--- config.mk ---
export PLATFORM = sky130hd
export DESIGN_NAME = rpa_top
export DESIGN_NICKNAME = d
export VERILOG_FILES = /design/src/rpa_pkg.sv /design/src/rpa_top.sv
export SDC_FILE = /design/constraint.sdc
export NUM_CORES = 1
export LEC_CHECK = 0
export BUFFER_PORTS_ARGS = -buffer_cell sky130_fd_sc_hd__buf_2
export CAP_MARGIN = 20
export CELL_PAD_IN_SITES_DETAIL_PLACEMENT = 1
export CELL_PAD_IN_SITES_GLOBAL_PLACEMENT = 1
export CORE_MARGIN = 3
export CORE_UTILIZATION = 47
export DETAILED_ROUTE_END_ITERATION = 6
export PLACE_DENSITY_LB_ADDON = 0.1
export SYNTH_ARGS = -nofsm -noshare
export SYNTH_HDL_FRONTEND = slang
export SYNTH_SLANG_ARGS = --single-unit
--- constraint.sdc ---
create_clock -name aclk -period 5.9 [get_ports aclk]
set_input_delay 0.885 -clock aclk [delete_from_list [all_inputs] [get_ports aclk]]
set_output_delay 0.885 -clock aclk [all_outputs]
set_load 0.02 [all_outputs]
--- src/rpa_pkg.sv ---
package rpa_pkg;

  // ---------------------------------------------------------------------------
  // bus geometry
  // ---------------------------------------------------------------------------
  localparam int AXI_ADDR_W = 16;
  localparam int AXI_DATA_W = 32;
  localparam logic [1:0] RESP_OKAY = 2'h0;
  localparam logic [1:0] RESP_SLVERR = 2'h2;

  // ---------------------------------------------------------------------------
  // register indices; byte address is four times the index
  // ---------------------------------------------------------------------------
  localparam logic [15:0] MAIN_IDX = 16'h100e;
  localparam logic [15:0] MASK_IDX = 16'h1024;
  localparam logic [15:0] FLAG_IDX = 16'h1025;
  localparam logic [15:0] CTL_IDX = 16'h1026;
  localparam logic [15:0] CNT_IDX = 16'h1027;
  localparam logic [15:0] MAIN_ADDR = {MAIN_IDX[13:0], 2'b00};
  localparam logic [15:0] MASK_ADDR = {MASK_IDX[13:0], 2'b00};
  localparam logic [15:0] FLAG_ADDR = {FLAG_IDX[13:0], 2'b00};
  localparam logic [15:0] CTL_ADDR = {CTL_IDX[13:0], 2'b00};
  localparam logic [15:0] CNT_ADDR = {CNT_IDX[13:0], 2'b00};

  // ---------------------------------------------------------------------------
  // field positions
  // ---------------------------------------------------------------------------
  localparam int FLG_CNT_WRAP_BIT = 7;
  localparam int FLG_PERIODIC_BIT = 6;
  localparam int FLG_PA_WRAP_BIT = 5;
  localparam int FLG_PA_EDGE_BIT = 4;
  localparam int FLG_LO_BIT = 4;
  localparam int FLG_N = 4;
  localparam int CTL_DIR7_BIT = 7;
  localparam int CTL_PA_ON_BIT = 6;
  localparam int CTL_MODE_BIT = 5;
  localparam int CTL_EDGE_BIT = 4;
  localparam int CTL_DIR3_BIT = 3;
  localparam int CTL_C4C5_BIT = 2;
  localparam int CTL_RATE_HI = 1;

  // ---------------------------------------------------------------------------
  // timing
  // ---------------------------------------------------------------------------
  localparam int CLK_PERIOD_NS = 10;
  localparam int RTI_BASE_LOG2_DEF = 13;
  localparam int RTI_DIV_W = 16;
  localparam int PA_DIV = 64;
  localparam int PA_DIV_W = $clog2(PA_DIV);
  localparam logic [PA_DIV_W-1:0] PA_DIV_LAST = PA_DIV_W'(PA_DIV - 1);
  localparam logic [7:0] PA_CNT_MAX = 8'hff;
  localparam logic [15:0] MAIN_CNT_MAX = 16'hffff;

  typedef enum logic [2:0] {
    REG_NONE,
    REG_MAIN,
    REG_MASK,
    REG_FLAG,
    REG_CTL,
    REG_CNT
  } rpa_reg_e;

  typedef struct packed {
    logic awvalid;
    logic [AXI_ADDR_W-1:0] awaddr;
    logic wvalid;
    logic [AXI_DATA_W-1:0] wdata;
    logic [3:0] wstrb;
    logic bready;
    logic arvalid;
    logic [AXI_ADDR_W-1:0] araddr;
    logic rready;
  } rpa_axi_in_s;

  typedef struct packed {
    logic awready;
    logic wready;
    logic bvalid;
    logic [1:0] bresp;
    logic arready;
    logic rvalid;
    logic [AXI_DATA_W-1:0] rdata;
    logic [1:0] rresp;
  } rpa_axi_out_s;

  typedef struct packed {
    logic dir7;
    logic pa_on;
    logic mode;
    logic edge_sel;
    logic dir3;
    logic c4c5_sel;
    logic [1:0] rate;
  } rpa_ctl_s;

  typedef struct packed {
    rpa_axi_out_s axi;
    logic aw_got;
    logic w_got;
    logic [AXI_ADDR_W-1:0] waddr;
    logic [7:0] wbyte;
    logic wlane0;
    logic [15:0] main_cnt;
    logic [RTI_DIV_W-1:0] rti_div;
    logic [PA_DIV_W-1:0] pa_div;
    logic pin_prev;
    rpa_ctl_s ctl;
    logic [FLG_N-1:0] mask;
    logic [FLG_N-1:0] flags;
    logic [7:0] pa_cnt;
    logic irq;
  } rpa_state_s;

  localparam rpa_state_s RST_STATE = '0;

endpackage

--- src/rpa_top.sv ---
// Our own choice: the AXI4-Lite interface to the registers.
`timescale 1ns/1ns
// Behaviour
// - periodic interval 2^13..2^16 cycles by rate
// - periodic divider free-running, only reset or ce low stops
// - interval measured from previous timeout
// - timeout sets flag; enabled flag requests interrupt
// - first flag after one full interval
// - write one to bit 6 clears periodic
// - main counter wrap sets wrap flag
// - accumulator enable gates counting and edge flag
// - mode bit selects events or gated time
// - event mode: edge select picks falling/rising
// - gated mode counts divide-by-64 while active
// - gated inhibit level chosen by edge select
// - count readable, writable anytime, reset keeps it
// - increments never collide with register reads
// - count wrap sets flag; bit 5 clears
// - wrap enable only gates its request
// - selected edge sets edge flag; bit 4 clears
// - edge enable only gates its request
// - select bit drives capture4/compare5 choice out
// - flag bits pair with mask bits by position
module rpa_top
  import rpa_pkg::*;
#(
  parameter int RTI_BASE_LOG2 = RTI_BASE_LOG2_DEF
) (
  input wire logic aclk,
  input wire logic aresetn,
  input wire logic ce,
  input wire rpa_axi_in_s axi_in,
  output rpa_axi_out_s axi_out,
  input wire logic pulse_input_pin,
  output logic irq_request,
  output logic capture4_compare5_sel,
  output logic porta_dir_bit7,
  output logic porta_dir_bit3
);

  // ---------------------------------------------------------------------------
  // decoding helpers
  // ---------------------------------------------------------------------------
  function automatic rpa_reg_e reg_sel(input logic [AXI_ADDR_W-1:0] addr);
    case (addr)
      MAIN_ADDR: reg_sel = REG_MAIN;
      MASK_ADDR: reg_sel = REG_MASK;
      FLAG_ADDR: reg_sel = REG_FLAG;
      CTL_ADDR: reg_sel = REG_CTL;
      CNT_ADDR: reg_sel = REG_CNT;
      default: reg_sel = REG_NONE;
    endcase
  endfunction

  // true on the last cycle of an interval of 2^(base+rate) cycles
  function automatic logic rti_expired(input logic [RTI_DIV_W-1:0] div, input logic [1:0] rate);
    logic [RTI_DIV_W:0] span;
    logic [RTI_DIV_W-1:0] low;
    span = (RTI_DIV_W+1)'(1) << (RTI_BASE_LOG2 + int'(rate));
    low = RTI_DIV_W'(span - (RTI_DIV_W+1)'(1));
    rti_expired = ((div & low) == low);
  endfunction

  function automatic logic [7:0] flags_byte(input logic [FLG_N-1:0] f);
    flags_byte = {f, 4'h0};
  endfunction

  rpa_state_s st_r;
  rpa_state_s st_nxt;

  // ---------------------------------------------------------------------------
  // next-state logic
  // ---------------------------------------------------------------------------
  always_comb begin
    logic do_write;
    logic do_read;
    rpa_reg_e wsel;
    rpa_reg_e rsel;
    logic [FLG_N-1:0] flag_set;
    logic [FLG_N-1:0] flag_clr;
    logic rise;
    logic fall;
    logic sel_edge;
    logic gate_open;
    logic pa_inc;
    logic cnt_write;
    do_write = 1'b0;
    do_read = 1'b0;
    wsel = REG_NONE;
    rsel = REG_NONE;
    flag_set = '0;
    flag_clr = '0;
    rise = 1'b0;
    fall = 1'b0;
    sel_edge = 1'b0;
    gate_open = 1'b0;
    pa_inc = 1'b0;
    cnt_write = 1'b0;
    st_nxt = st_r;

    // -------------------------------------------------------------------------
    // write channel: address and data taken in either order
    // -------------------------------------------------------------------------
    if (st_r.axi.bvalid && axi_in.bready) begin
      st_nxt.axi.bvalid = 1'b0;
    end
    if (axi_in.awvalid && st_r.axi.awready) begin
      st_nxt.aw_got = 1'b1;
      st_nxt.waddr = axi_in.awaddr;
    end
    if (axi_in.wvalid && st_r.axi.wready) begin
      st_nxt.w_got = 1'b1;
      st_nxt.wbyte = axi_in.wdata[7:0];
      st_nxt.wlane0 = axi_in.wstrb[0];
    end
    if (st_r.aw_got && st_r.w_got && !st_r.axi.bvalid) begin
      do_write = 1'b1;
      wsel = reg_sel(st_r.waddr);
      st_nxt.aw_got = 1'b0;
      st_nxt.w_got = 1'b0;
      st_nxt.axi.bvalid = 1'b1;
      st_nxt.axi.bresp = (wsel == REG_NONE) ? RESP_SLVERR : RESP_OKAY;
    end
    st_nxt.axi.awready = !st_nxt.aw_got && !st_nxt.axi.bvalid;
    st_nxt.axi.wready = !st_nxt.w_got && !st_nxt.axi.bvalid;

    // -------------------------------------------------------------------------
    // read channel
    // -------------------------------------------------------------------------
    if (st_r.axi.rvalid && axi_in.rready) begin
      st_nxt.axi.rvalid = 1'b0;
    end
    if (axi_in.arvalid && st_r.axi.arready) begin
      do_read = 1'b1;
      rsel = reg_sel(axi_in.araddr);
      st_nxt.axi.rvalid = 1'b1;
      st_nxt.axi.rresp = (rsel == REG_NONE) ? RESP_SLVERR : RESP_OKAY;
      // the value captured is the one registered before this edge's
      // increment, so a read sees a settled count
      case (rsel)
        REG_MAIN: st_nxt.axi.rdata = {16'h0000, st_r.main_cnt};
        REG_MASK: st_nxt.axi.rdata = {24'h000000, flags_byte(st_r.mask)};
        REG_FLAG: st_nxt.axi.rdata = {24'h000000, flags_byte(st_r.flags)};
        REG_CTL: st_nxt.axi.rdata = {24'h000000, st_r.ctl};
        REG_CNT: st_nxt.axi.rdata = {24'h000000, st_r.pa_cnt};
        default: st_nxt.axi.rdata = '0;
      endcase
    end
    st_nxt.axi.arready = !st_nxt.axi.rvalid && !do_read;

    // -------------------------------------------------------------------------
    // register writes (low byte lane only)
    // -------------------------------------------------------------------------
    if (do_write && st_r.wlane0) begin
      case (wsel)
        REG_MASK: st_nxt.mask = st_r.wbyte[7:FLG_LO_BIT];
        REG_FLAG: flag_clr = st_r.wbyte[7:FLG_LO_BIT];
        REG_CTL: st_nxt.ctl = st_r.wbyte;
        REG_CNT: cnt_write = 1'b1;
        default: ;
      endcase
    end

    // -------------------------------------------------------------------------
    // main counter and periodic divider
    // -------------------------------------------------------------------------
    st_nxt.main_cnt = st_r.main_cnt + 16'h0001;
    if (st_r.main_cnt == MAIN_CNT_MAX) begin
      flag_set[FLG_CNT_WRAP_BIT-FLG_LO_BIT] = 1'b1;
    end
    // divider never reloads on flag clear or rate change
    st_nxt.rti_div = st_r.rti_div + RTI_DIV_W'(1);
    if (rti_expired(st_r.rti_div, st_r.ctl.rate)) begin
      flag_set[FLG_PERIODIC_BIT-FLG_LO_BIT] = 1'b1;
    end

    // -------------------------------------------------------------------------
    // pulse accumulator
    // -------------------------------------------------------------------------
    // pin is sampled as synchronous; legal only if it toggles at most
    // once per cycle, so one previous sample is enough
    st_nxt.pin_prev = pulse_input_pin;
    rise = pulse_input_pin && !st_r.pin_prev;
    fall = !pulse_input_pin && st_r.pin_prev;
    sel_edge = st_r.ctl.edge_sel ? rise : fall;
    st_nxt.pa_div = st_r.pa_div + PA_DIV_W'(1);
    gate_open = st_r.ctl.edge_sel ? !pulse_input_pin : pulse_input_pin;
    if (st_r.ctl.pa_on) begin
      if (st_r.ctl.mode) begin
        pa_inc = gate_open && (st_r.pa_div == PA_DIV_LAST);
      end else begin
        pa_inc = sel_edge;
      end
      flag_set[FLG_PA_EDGE_BIT-FLG_LO_BIT] = sel_edge;
    end
    if (cnt_write) begin
      st_nxt.pa_cnt = st_r.wbyte;
    end else if (pa_inc) begin
      st_nxt.pa_cnt = st_r.pa_cnt + 8'h01;
      if (st_r.pa_cnt == PA_CNT_MAX) begin
        flag_set[FLG_PA_WRAP_BIT-FLG_LO_BIT] = 1'b1;
      end
    end

    // -------------------------------------------------------------------------
    // flags and request
    // -------------------------------------------------------------------------
    for (int i = 0; i < FLG_N; i++) begin
      st_nxt.flags[i] = (st_r.flags[i] && !flag_clr[i]) || flag_set[i];
    end
    // enables gate only the request, never the flags
    st_nxt.irq = |(st_nxt.flags & st_nxt.mask);

    // -------------------------------------------------------------------------
    // reset keeps the pulse count
    // -------------------------------------------------------------------------
    if (!aresetn) begin
      st_nxt = RST_STATE;
      st_nxt.pa_cnt = st_r.pa_cnt;
    end
  end

  // ---------------------------------------------------------------------------
  // state register
  // ---------------------------------------------------------------------------
  always_ff @(posedge aclk) begin
    if (!aresetn || ce) begin
      st_r <= st_nxt;
    end
  end

  assign axi_out = st_r.axi;
  assign irq_request = st_r.irq;
  assign capture4_compare5_sel = st_r.ctl.c4c5_sel;
  assign porta_dir_bit7 = st_r.ctl.dir7;
  assign porta_dir_bit3 = st_r.ctl.dir3;

endmodule

==> impl_metrics.tcl <==
set metrics [dict create \
    status "completed" \
    r2r_setup_slack_ns 2.86 \
    ys.warnings.count 0 \
    ir_worst_vdd_mv 0.166 \
    synth_common_cells "edfxtp_1, and2_1, buf_4" \
    area_growth_pct 13.9 \
    cts_tree "built" \
    drt-initial-drc-count 219 \
    ys_seq_elements 114 \
    crit_fanout 16 \
    min_from "st_r[67]" \
    htreeDepth 4 \
    crit_path_start_kind "register" \
    core_area_um2 12400 \
    synth_top_area_share_pct 56.1 \
    detailedRoute.firstPassIterationCount 4 \
    reg2reg_to "st_r[5]" \
    power.density_nw_per_um2 311 \
    yosysMostFrequentCell "edfxtp_1" \
    max_freq_mhz 329 \
    synth_area_um2 6100 \
    yosysSeqAreaShare_pct 56.1 \
    seq_area_um2 3420 \
    globalRouteTotalUtil_pct 18.7 \
    cts_inserted_buffers 17 \
    postCtsHoldBufs 0 \
    fin_tns_setup_ns 0 \
    endpoint_kind "register" \
    dp_hpwl_um 9000 \
    detail_route.wl_per_cell_um 16.9 \
    synth-edff-count 114 \
    final_util_pct 56.2 \
    viasPerCell 5.28 \
    finalSetupViolations 0 \
    slew_violations 0 \
    fillers 1316 \
    rsz0062_at_grt "no" \
    relSlewSlack_pct 42.6 \
    hold_depth 1 \
    whs_endpoint "capture4_compare5_sel" \
    gp_congestion 0.761 \
    fin_crit_sh_pct 51.6 \
    die_w_um 120 \
    fp-row-count 40 \
    num_vias 3990 \
    hold_viol 0 \
    cap_violations 0 \
    cts_buffer_depth 2 \
    die_area_um2 14400 \
    reg2regPathDepth 4 \
    postLayoutCellArea_um2 6950 \
    die_h_um 120 \
    max_slew.worst_pin.slew_ns 0.861 \
    post_cts_buffers 0 \
    synth_area_leaders "edfxtp_1, and2_1, buf_4" \
    synthArstFlopShare_pct 0 \
    placed_area_um2 6390 \
    numPortBuffers 76 \
    clk_root_buffer_cell "clkbuf_16" \
    total_power_uw 2160 \
    final_cells 756 \
    worstPathRequired_ns 5.94 \
    ant_nets 0 \
    cts.repair.resized 0 \
    ys.flop_type "edfxtp_1" \
    hold_path_class "reg -> reg" \
    overflow 0 \
    ys_types 58 \
    drive_gt1_share_pct 20.1 \
    grt_pass1_wl_um 20800 \
    initial_utilization_pct 49.3 \
    synthCells 521 \
    clock_latency_ns 0.42 \
    antenna_found_initial 0 \
    boundaryPins 122 \
    grt_max_degree 92 \
    multi_input_area_um2 2330 \
    drt-total-wl_um 12700 \
    period_needed_ns 3.04 \
    critical_path_class "reg -> reg" \
    p_leak_uw 0.00267 \
    cts.sinks 114 \
    avgSynthCellArea_um2 11.7 \
    yosys.area.top_type "edfxtp_1" \
    antennaDiodeCount 0 \
    arrival_ns 3.09 \
    finalClockSkew_ns 0.00671 \
    drc 0 \
    place_inst 727 \
    finalNetCount 659 \
    grt_pass1_vias 4101 \
    regToRegStartpoint "axi_out[38]" \
    clkSlewWorstSetupHoldPaths_ns 0.05 \
]
power by group:
group	internal [uW]	switching [uW]	leakage, uW	total (uW)
clock network	647	335	0.000272	982
logic	68.7	98.6	0.00119	167
registers	961	48.7	0.00120	1010
layer usage:
layer	track usage (%)	wire, um	up-vias
li1	-	-	1935
met1	23.3	5660	1923
met2	31.4	6300	113
met3	4.62	577	19
met4	7.30	206	0
met5	0	0	-
critical path, cell delays in order, from the launching register on:
cell      delay (ns)
edfxtp_1        0.42
and3b_1         0.29
nand3_1         0.28
or4b_1          0.88
a21oi_1         0.79
cell usage in the layout, fill, tap and decap left out, types with 9 or more instances in the layout:
master / count
and3_1: 10
nor2b_1: 14
o21ai_0: 9
and2_1: 71
nand4_1: 9
buf_2: 76
nor2_1: 29
clkbuf_16: 17
a21oi_1: 19
nand3_1: 23
nand2_1: 28
mux2i_1: 12
xnor2_1: 25
edfxtp_1: 114
conb_1: 18
xor2_1: 9
cell families after synthesis:
logic type	synth area share [%]
AND/OR/NAND/NOR	22.4
flip-flops	56.1
buffers and inverters	6.77
AO/OA/AOI/OAI	6.57
XOR/XNOR	4.88
multiplexers	2.40
adder cells (fa/ha/maj)	0.821
other	0.0615
registers in the layout (all words and copies together) (netlist names):
name,count
capture4_compare5_sel,1
porta_dir_bit3,1
st_r,87
irq_request,1
porta_dir_bit7,1
axi_out,23
worst max path at each step:
stage / start / endpoint / slack [ns]
6_report: axi_out[38] / st_r[5] / 2.86
5_1_grt: st_r[83] / st_r[8] / 2.51
4_1_cts: axi_out[38] / st_r[5] / 2.82
3_5_place_dp: axi_in[7] / axi_out[5] / 2.52
3_3_place_gp: axi_in[7] / axi_out[9] / 2.57
2_1_floorplan: aresetn / axi_out[34] / 2.64
area by class of cell:
type | count | share of cell area (%)
clock buffer | 20 | 6.28
multi-input combinational | 358 | 33.5
sequential | 114 | 49.3
clock inverter | 9 | 1.67
inverter | 8 | 0.432
timing repair buffer | 79 | 5.80
tap | 168 | 3.03
metrics by stage:
step	setup slack [ns]	hold WS, ns
2_1_floorplan	2.64	0.525
3_3_place_gp	2.57	0.542
3_5_place_dp	2.52	0.546
4_1_cts	2.82	0.574
5_1_grt	2.51	0.588
6_report	2.86	0.570
Power figures use the tool's default switching activity.
